[config.mk]
export PLATFORM = sky130hd
export DESIGN_NAME = nv_ctrl
export DESIGN_NICKNAME = d
export VERILOG_FILES = /design/src/nv_ctrl_pkg.sv /design/src/nv_ctrl.sv
export VERILOG_INCLUDE_DIRS = /design/src
export SDC_FILE = /design/constraint.sdc
export NUM_CORES = 1
export LEC_CHECK = 0
export BUFFER_PORTS_ARGS = -buffer_cell sky130_fd_sc_hd__buf_2
export CAP_MARGIN = 5
export CORE_ASPECT_RATIO = 1.1
export CORE_UTILIZATION = 33
export DETAILED_ROUTE_END_ITERATION = 6
export SETUP_SLACK_MARGIN = 0.5
export SYNTH_ARGS = -nofsm -noshare
export SYNTH_HDL_FRONTEND = slang
export SYNTH_SLANG_ARGS = --single-unit
[constraint.sdc]
create_clock -name clk_sys_i -period 2.8 [get_ports clk_sys_i]
set_input_delay 0.56 -clock clk_sys_i [delete_from_list [all_inputs] [get_ports clk_sys_i]]
set_output_delay 0.56 -clock clk_sys_i [all_outputs]
set_load 0.01 [all_outputs]
[src/nv_ctrl_defs.svh]
// Offsets, bit positions, reset values and opcodes of the NV control block.
`ifndef NV_CTRL_DEFS_SVH
`define NV_CTRL_DEFS_SVH
`define OFS_STATUS_PIN_CTRL 12'h232
`define OFS_POWER_DOWN 12'h233
`define OFS_UPDATE 12'h234
`define OFS_SEG_FIRST 12'hA00
`define OFS_SEG_LAST 12'hA16
`define OFS_NV_STATUS 12'hB00
`define OFS_NV_ERROR 12'hB01
`define OFS_NV_CTRL_ONE 12'hB02
`define OFS_NV_CTRL_TWO 12'hB03
`define BIT_PD_INPUT_PLL 2
`define BIT_PD_DISTRIB 0
`define BIT_STATUS_PIN_ZERO_NV_EN 4
`define BIT_UPDATE 0
`define BIT_NV_WRITE_EN 0
`define BIT_SOFT_RESTORE 1
`define BIT_SAVE 0
`define RST_POWER_DOWN 8'h05
`define RST_STATUS_PIN_CTRL 8'h00
`define SEG_ENTRIES 23
`define OP_APPLY_UPDATE 8'h80
`define OP_END_OF_DATA 8'hFF
`define SEG_COUNT_MSB 6
`define SEG_AHI_MSB 3
`define SEG_DEF0 8'h7F
`define SEG_DEF1 8'h00
`define SEG_DEF2 8'h00
`define SEG_DEF3 8'h7F
`define SEG_DEF4 8'h02
`define SEG_DEF5 8'h00
`endif

[src/nv_ctrl_pkg.sv]
// Types shared by the NV control block and its surroundings.
`default_nettype none
package nv_ctrl_pkg;
  typedef struct packed {
    logic wr;
    logic rd;
    logic [11:0] addr;
    logic [7:0] wdata;
  } reg_req_s;
  typedef struct packed {
    logic we;
    logic [11:0] addr;
    logic [7:0] data;
  } buf_wr_s;
  typedef struct packed {
    logic err;
    logic [7:0] data;
  } nv_word_s;
  typedef enum logic [2:0] {
    ST_IDLE, ST_FETCH, ST_ADDR_HI, ST_ADDR_LO, ST_MOVE, ST_FLUSH
  } walk_e;
endpackage
`default_nettype wire

[src/nv_ctrl.sv]
// Settings update and nonvolatile store/restore controller.
//
// Contract
// - Power-down register holds input PLL and distribution bits, reset 1.
// - Update bit copies all staged registers to active on next SCLK rise.
// - Update bit clears itself after the copy.
// - Segment table holds 12-bit start addresses and byte counts.
// - Segment table also holds apply-update and end-of-data opcodes.
// - Default table moves two 128-byte segments, at 0x000 and 0x200, then issues an apply-update.
// - Transfer-pending bit reads 1 while NV data is moving.
// - Transfer-pending drives status pin 0 when its enable bit is set.
// - Data-error bit reads 1 when a bad word arrives from the store.
// - With boot-select low, soft bit restores from store; self clears.
// - Write-enable bit resets 0 and blocks any save until set.
// - Writing 1 to the save bit starts copying buffer into the store.
// - Save bit is cleared by the controller when the save finishes.
// - Status-pin control bit 4 routes NV pending to status pin 0.
`include "nv_ctrl_defs.svh"
`default_nettype none
module nv_ctrl
  import nv_ctrl_pkg::*;
#(
  parameter int ENTRIES = `SEG_ENTRIES
) (
  input wire logic clk_sys_i,
  input wire logic resetn_i,
  input wire reg_req_s reg_req_i,
  output logic [7:0] reg_rdata_o,
  input wire logic sclk_rise_i,
  input wire logic boot_sel_n_i,
  output logic [7:0] active_status_ctrl_o,
  output logic pd_input_pll_o,
  output logic pd_distrib_o,
  output logic update_pulse_o,
  output logic soft_reset_o,
  output logic status_pin_zero_o,
  output logic [11:0] buf_raddr_o,
  input wire logic [7:0] buf_rdata_i,
  output buf_wr_s buf_wr_o,
  output logic nv_start_o,
  output logic nv_save_o,
  output nv_word_s nv_wword_o,
  output logic nv_wvalid_o,
  input wire logic nv_wready_i,
  input wire nv_word_s nv_rword_i,
  input wire logic nv_rvalid_i,
  output logic nv_rready_o
);

  // Register file: staged copies, active copies and the segment table.
  logic [7:0] stg_status, next_stg_status, stg_pd, next_stg_pd;
  logic [7:0] act_status, next_act_status, act_pd, next_act_pd;
  logic upd_pend, next_upd_pend;
  logic wr_en, next_wr_en, save_bit, next_save_bit;
  logic soft_bit, next_soft_bit, err_bit, next_err_bit;
  logic [7:0] rdata, next_rdata;
  logic [7:0] seg_tab [ENTRIES];
  logic [7:0] next_seg_tab [ENTRIES];
  logic start_save, start_restore, walk_done, apply_req, bad_word;
  logic pending;

  logic wr_hit_update, wr_hit_ctrl1, wr_hit_ctrl2;
  assign wr_hit_update = reg_req_i.wr && reg_req_i.addr == `OFS_UPDATE;
  assign wr_hit_ctrl1 = reg_req_i.wr && reg_req_i.addr == `OFS_NV_CTRL_ONE;
  assign wr_hit_ctrl2 = reg_req_i.wr && reg_req_i.addr == `OFS_NV_CTRL_TWO;

  // Save only when writes are enabled and nothing else is running.
  assign start_save = wr_hit_ctrl2 && reg_req_i.wdata[`BIT_SAVE] &&
                      wr_en && !pending;
  assign start_restore = wr_hit_ctrl1 && reg_req_i.wdata[`BIT_SOFT_RESTORE] &&
                         !boot_sel_n_i && !pending;

  always_comb begin
    next_stg_status = stg_status;
    next_stg_pd = stg_pd;
    next_act_status = act_status;
    next_act_pd = act_pd;
    next_wr_en = wr_en;
    next_save_bit = save_bit;
    next_soft_bit = soft_bit;
    next_err_bit = err_bit;
    next_upd_pend = upd_pend;
    next_seg_tab = seg_tab;
    if (reg_req_i.wr) begin
      case (reg_req_i.addr)
        `OFS_STATUS_PIN_CTRL: next_stg_status = reg_req_i.wdata;
        `OFS_POWER_DOWN: next_stg_pd = reg_req_i.wdata;
        `OFS_NV_CTRL_ONE: begin
          next_wr_en = reg_req_i.wdata[`BIT_NV_WRITE_EN];
        end
        default: begin
          if (reg_req_i.addr >= `OFS_SEG_FIRST &&
              reg_req_i.addr <= `OFS_SEG_LAST) begin
            next_seg_tab[5'(reg_req_i.addr - `OFS_SEG_FIRST)] =
              reg_req_i.wdata;
          end
        end
      endcase
    end
    // The copy happens on an SCLK rise; a request in that cycle waits.
    if (upd_pend && sclk_rise_i) begin
      next_act_status = stg_status;
      next_act_pd = stg_pd;
      next_upd_pend = 1'b0;
    end
    if ((wr_hit_update && reg_req_i.wdata[`BIT_UPDATE]) || apply_req) begin
      next_upd_pend = 1'b1;
    end
    if (walk_done) begin
      next_save_bit = 1'b0;
      next_soft_bit = 1'b0;
    end
    if (start_save) begin
      next_save_bit = 1'b1;
      next_err_bit = 1'b0;
    end
    if (start_restore) begin
      next_soft_bit = 1'b1;
      next_err_bit = 1'b0;
    end
    if (bad_word) begin
      next_err_bit = 1'b1;
    end
  end

  always_comb begin
    next_rdata = 8'h00;
    if (reg_req_i.rd) begin
      case (reg_req_i.addr)
        `OFS_STATUS_PIN_CTRL: next_rdata = stg_status;
        `OFS_POWER_DOWN: next_rdata = stg_pd;
        `OFS_UPDATE: next_rdata = {7'h00, upd_pend};
        `OFS_NV_STATUS: next_rdata = {7'h00, pending};
        `OFS_NV_ERROR: next_rdata = {7'h00, err_bit};
        `OFS_NV_CTRL_ONE: next_rdata = {6'h00, soft_bit, wr_en};
        `OFS_NV_CTRL_TWO: next_rdata = {7'h00, save_bit};
        default: begin
          if (reg_req_i.addr >= `OFS_SEG_FIRST &&
              reg_req_i.addr <= `OFS_SEG_LAST) begin
            next_rdata = seg_tab[5'(reg_req_i.addr - `OFS_SEG_FIRST)];
          end
        end
      endcase
    end
  end

  always_ff @(posedge clk_sys_i or negedge resetn_i) begin
    if (!resetn_i) begin
      stg_status <= `RST_STATUS_PIN_CTRL;
      stg_pd <= `RST_POWER_DOWN;
      act_status <= `RST_STATUS_PIN_CTRL;
      act_pd <= `RST_POWER_DOWN;
      upd_pend <= 1'b0;
      wr_en <= 1'b0;
      save_bit <= 1'b0;
      soft_bit <= 1'b0;
      err_bit <= 1'b0;
      rdata <= 8'h00;
      for (int i = 0; i < ENTRIES; i++) begin
        seg_tab[i] <= `OP_END_OF_DATA;
      end
      // Two 128-byte segments, at 0x000 and 0x200, then apply-update, then end.
      seg_tab[0] <= `SEG_DEF0;
      seg_tab[1] <= `SEG_DEF1;
      seg_tab[2] <= `SEG_DEF2;
      seg_tab[3] <= `SEG_DEF3;
      seg_tab[4] <= `SEG_DEF4;
      seg_tab[5] <= `SEG_DEF5;
      seg_tab[6] <= `OP_APPLY_UPDATE;
    end else begin
      stg_status <= next_stg_status;
      stg_pd <= next_stg_pd;
      act_status <= next_act_status;
      act_pd <= next_act_pd;
      upd_pend <= next_upd_pend;
      wr_en <= next_wr_en;
      save_bit <= next_save_bit;
      soft_bit <= next_soft_bit;
      err_bit <= next_err_bit;
      rdata <= next_rdata;
      seg_tab <= next_seg_tab;
    end
  end

  // Two-entry buffer between the buffer bank and the store's write port.
  nv_word_s fifo_mem [2];
  nv_word_s next_fifo_mem [2];
  logic fifo_wp, next_fifo_wp, fifo_rp, next_fifo_rp;
  logic [1:0] fifo_cnt, next_fifo_cnt;
  logic fifo_push, fifo_pop, fifo_full;
  assign fifo_full = fifo_cnt == 2'd2;
  assign fifo_pop = nv_wvalid_o && nv_wready_i;
  assign nv_wvalid_o = fifo_cnt != 2'd0;
  assign nv_wword_o = fifo_mem[fifo_rp];

  always_comb begin
    next_fifo_mem = fifo_mem;
    next_fifo_wp = fifo_wp;
    next_fifo_rp = fifo_rp;
    next_fifo_cnt = fifo_cnt;
    if (fifo_push) begin
      next_fifo_mem[fifo_wp] = '{err: 1'b0, data: buf_rdata_i};
      next_fifo_wp = ~fifo_wp;
    end
    if (fifo_pop) begin
      next_fifo_rp = ~fifo_rp;
    end
    next_fifo_cnt = 2'(fifo_cnt + {1'b0, fifo_push} - {1'b0, fifo_pop});
  end

  always_ff @(posedge clk_sys_i or negedge resetn_i) begin
    if (!resetn_i) begin
      fifo_mem[0] <= '0;
      fifo_mem[1] <= '0;
      fifo_wp <= 1'b0;
      fifo_rp <= 1'b0;
      fifo_cnt <= 2'd0;
    end else begin
      fifo_mem <= next_fifo_mem;
      fifo_wp <= next_fifo_wp;
      fifo_rp <= next_fifo_rp;
      fifo_cnt <= next_fifo_cnt;
    end
  end

  // Table walker.
  walk_e state, next_state;
  logic [4:0] idx, next_idx;
  logic [6:0] cnt, next_cnt;
  logic [11:0] addr, next_addr;
  logic dir_save, next_dir_save, next_nv_start, next_soft_reset;
  buf_wr_s next_buf_wr;
  logic [7:0] entry;
  assign entry = seg_tab[idx];
  assign pending = state != ST_IDLE;
  assign nv_rready_o = state == ST_MOVE && !dir_save;
  assign bad_word = nv_rvalid_i && nv_rready_o && nv_rword_i.err;

  always_comb begin
    next_state = state;
    next_idx = idx;
    next_cnt = cnt;
    next_addr = addr;
    next_dir_save = dir_save;
    next_nv_start = 1'b0;
    next_soft_reset = 1'b0;
    next_buf_wr = '{we: 1'b0, addr: buf_wr_o.addr, data: buf_wr_o.data};
    fifo_push = 1'b0;
    apply_req = 1'b0;
    walk_done = 1'b0;
    case (state)
      ST_IDLE: begin
        if (start_save || start_restore) begin
          next_state = ST_FETCH;
          next_idx = 5'd0;
          next_dir_save = start_save;
          next_nv_start = 1'b1;
          next_soft_reset = start_restore;
        end
      end
      ST_FETCH: begin
        if (idx == 5'(ENTRIES) || entry == `OP_END_OF_DATA) begin
          next_state = ST_FLUSH;
        end else if (entry == `OP_APPLY_UPDATE) begin
          apply_req = 1'b1;
          next_idx = 5'(idx + 5'd1);
        end else begin
          next_cnt = entry[`SEG_COUNT_MSB:0];
          next_idx = 5'(idx + 5'd1);
          next_state = ST_ADDR_HI;
        end
      end
      ST_ADDR_HI: begin
        next_addr[11:8] = entry[`SEG_AHI_MSB:0];
        next_idx = 5'(idx + 5'd1);
        next_state = ST_ADDR_LO;
      end
      ST_ADDR_LO: begin
        next_addr[7:0] = entry;
        next_idx = 5'(idx + 5'd1);
        next_state = ST_MOVE;
      end
      ST_MOVE: begin
        if (dir_save) begin
          fifo_push = !fifo_full;
        end else if (nv_rvalid_i) begin
          next_buf_wr = '{we: 1'b1, addr: addr, data: nv_rword_i.data};
        end
        if (fifo_push || (!dir_save && nv_rvalid_i)) begin
          next_addr = 12'(addr + 12'd1);
          next_cnt = 7'(cnt - 7'd1);
          if (cnt == 7'd0) begin
            next_state = ST_FETCH;
          end
        end
      end
      ST_FLUSH: begin
        // A save ends only when the last word has left the buffer.
        if (fifo_cnt == 2'd0) begin
          walk_done = 1'b1;
          next_state = ST_IDLE;
        end
      end
      default: next_state = ST_IDLE;
    endcase
  end

  always_ff @(posedge clk_sys_i or negedge resetn_i) begin
    if (!resetn_i) begin
      state <= ST_IDLE;
      idx <= 5'd0;
      cnt <= 7'd0;
      addr <= 12'h000;
      dir_save <= 1'b0;
      nv_start_o <= 1'b0;
      soft_reset_o <= 1'b0;
      buf_wr_o <= '0;
    end else begin
      state <= next_state;
      idx <= next_idx;
      cnt <= next_cnt;
      addr <= next_addr;
      dir_save <= next_dir_save;
      nv_start_o <= next_nv_start;
      soft_reset_o <= next_soft_reset;
      buf_wr_o <= next_buf_wr;
    end
  end

  assign reg_rdata_o = rdata;
  assign buf_raddr_o = addr;
  assign nv_save_o = dir_save;
  assign active_status_ctrl_o = act_status;
  assign pd_input_pll_o = act_pd[`BIT_PD_INPUT_PLL];
  assign pd_distrib_o = act_pd[`BIT_PD_DISTRIB];
  assign update_pulse_o = upd_pend && sclk_rise_i;
  assign status_pin_zero_o = act_status[`BIT_STATUS_PIN_ZERO_NV_EN] &&
                             pending;
endmodule
`default_nettype wire

==> metrics <==
height of the die=~230 µm; Fill cells=4319; launching element of the worst setup path=idx[0]; netlist area before placement=15700 µm²; IO Count=112; synth top area cells=sky130_fd_sc_hd__dfstp_2 (25%), sky130_fd_sc_hd__dfrtp_1 (23%), sky130_fd_sc_hd__mux2_2 (18%); CTS hold repair buffers=0; post-synthesis cell type with the largest combined area=sky130_fd_sc_hd__dfstp_2; kind of capture point of the worst setup path=register; pin count of the biggest net entering global routing=78; count of max-cap constraint violations=0; VDD IR-drop max=0.000491 V; final antenna-violating net count=0; P_leak=between 8 and 9 nW; share of cells above drive strength 1=~64%; TritonCTS buffer count=35; final global-route overflow total=0; async set-or-reset flop fraction in the synthesized netlist=100%; design area=about 20000 µm²; area growth from synthesis to layout=28.0%; Residual DRC=0; area share of the largest cell type after synthesis=24.7%; endpoints failing setup=12; routed wire length per instance=22.0 µm; number of synthesized register bits=294; Net Count, Synth=1237; overall track demand over capacity in global routing=18.9%; number of synthesized flops with an enable pin=0; Via Count=11000; reg-to-reg startpoint=idx[0]; Avg Synthesized Cell Area=13.3 µm²; initial antenna violation count=0; number of standard cells in the layout, taps in and fillers out=slightly above 2000; Detailed Route WL=45.5 mm; total power draw=0.0140 W; pin slew with the least headroom to its limit=0.913 ns; RSZ-0062 raised after global routing=yes; initial cell density of the core=33.6%; arrival time worst endpoint=3.38 ns; dpl cells=about 2000; minimum setup slack among reg-to-reg paths=-0.17 ns; cell count after synthesis=1186; CP max stage delay=around 0.52 ns; hold slack=0.0147 ns; worst hold path class=in2async; Die Width=210 µm; endpoints failing hold=0; Slowest cell on crit path=sky130_fd_sc_hd__mux4_2; setup skew after layout=0.0239 ns; logic depth of the worst register-to-register path=10; total power per unit cell area=693 nW/µm²; most common cell after layout, fill and taps aside=sky130_fd_sc_hd__mux2_2; warning count from the yosys run=0; worst setup path class=reg2reg; failing checks=negative setup slack; reg2reg end=cnt[0]; Reg clk slew, reported paths=about 0.060 ns; Post-Route Utilization=43.0%; drt initial violations=between 500 and 600; leading cell types in the layout, fill and taps excluded=sky130_fd_sc_hd__mux2_2 (232), sky130_fd_sc_hd__dfstp_2 (148), sky130_fd_sc_hd__dfrtp_1 (142); vias in the first global route=roughly 11000; worst-path fanout max=8; drt first pass iters=7; least setup slack across all paths after layout=-0.171 ns; distinct cell type count after synthesis=80; Placement Rows=83; clk root buf=sky130_fd_sc_hd__clkbuf_16; clock tree from TritonCTS=built; number of pins with negative max-slew slack in the final report=0; routability cong.=0.916; most frequently used flop master after synthesis=sky130_fd_sc_hd__dfstp_2; Vias per Instance=roughly 5.3; Detail Placement HPWL=approximately 33 mm; Rel. slew slack=39.0%; antenna cell count=0; number of buffers added on ports=110; Final Cycle Share=106%; Final Critical Period=2.97 ns; Core ar.=between 40000 and 50000 µm²; Achievable Freq=337 MHz; first-pass GRT wire length=approximately 70 mm; TritonCTS sink count=294; Worst EP required=3.21 ns; status=finished with violations; fin nets=1457; cell breakdown of the critical path=buf_12 -> buf_6 -> mux4_2 -> a22oi_2 -> and3_4 -> and4b_1 -> o221a_4 -> a41oi_4 -> a21oi_4 -> mux2_4; Clk Latency, worst-skew pair=approximately 0.53 ns; placed cell areas=18400 µm²; Clock Tree Buf Depth=3; Die Footprint=48600 µm²; maximum level of the CTS H-tree=2; proportion of synthesized chip area in sequential cells=47.9%; startpoint type of the worst setup path=register
synth_stat cells (all sizes together), types with 18 or more instances:
cell type and instances:
mux2 262, dfstp 148, dfrtp 146, mux4 90
nand2 80, clkbuf 53, nor2 44, o21ai 43
nand3 32, buf 28, mux2i 27, a21oi 21
a22oi 19, inv 18
worst max-delay path by stage:
stage | endpoint | slack (ns) | cells after the start
floorplan | cnt[0] | 0.06 | 11
global placement | cnt[1] | -0.26 | 9
detailed placement | cnt[0] | -0.27 | 10
CTS | cnt[0] | -0.16 | 10
global route | cnt[0] | -0.22 | 11
finish | cnt[0] | -0.17 | 10
cell families (layout without fill, tap and decap cells):
family                   Yosys count  in the layout  synth area share, %
multiplexers                     379            379                 33.6
flip-flops                       294            294                 47.9
AND/OR/NAND/NOR                  249            249                 8.04
AO/OA/AOI/OAI                    155            155                 6.83
buffers and inverters             99            345                 3.00
adder cells (fa/ha/maj)            6              6                0.477
XOR/XNOR                           3              3                0.167
other                              1              1               0.0238
per-stage QoR:
step                setup WS, ns  TNS, ns
floorplan                 0.0579        0
global placement          -0.260    -2.90
detailed placement        -0.271    -3.31
CTS                       -0.159    -1.49
global route              -0.224    -2.38
finish                    -0.171    -1.48
area by class of cell:
| class | instances | area, µm² | area share [%] |
|---|---|---|---|
| flip-flops and latches | 294 | 7550 | 37.5 |
| multi-input cells | 793 | 8450 | 41.9 |
| inverters | 18 | 67.6 | 0.335 |
| clock inverters | 14 | 180 | 0.894 |
| repair buffers | 264 | 2050 | 10.2 |
| well taps | 637 | 797 | 3.96 |
| clock buffers | 49 | 1050 | 5.22 |
repair_timing:
action	4_1_cts	5_1_grt
setup buffers	5	8
gates resized for setup	49	44
cloned	1	0
pin swaps	12	13
setup endpoints to repair	36	46
power by group:
part	internal [W]	switching, W
logic	0.00200	0.00211
registers	0.00465	0.000388
clock network	0.00299	0.00183
total	0.00964	0.00432
per-layer routing:
metal	part of all wire, %	global-route usage (%)	up-vias
li1	-	-	4920
met1	42	24.0	5734
met2	50	32.9	294
met3	3.7	2.60	86
met4	3.7	7.00	0
met5	0	0	-
critical path, delay by kind of cell, from the launching register on:
family	cells	cell delay, ns
simple gates	2	0.47
compound gates	4	0.79
flops	1	0.44
mux	2	0.84
buf+inv	2	0.30
sequential cells by signal (all words and copies together), names as in the netlist, 8 cells and up:
name                  flops
seg_tab                 184
active_status_ctrl_o      8
stg_pd                    8
stg_status                8
buf_raddr_o              12
reg_rdata_o               8
buf_wr_o                 21
fifo_mem                 16
(Power assumes the default switching activity.)
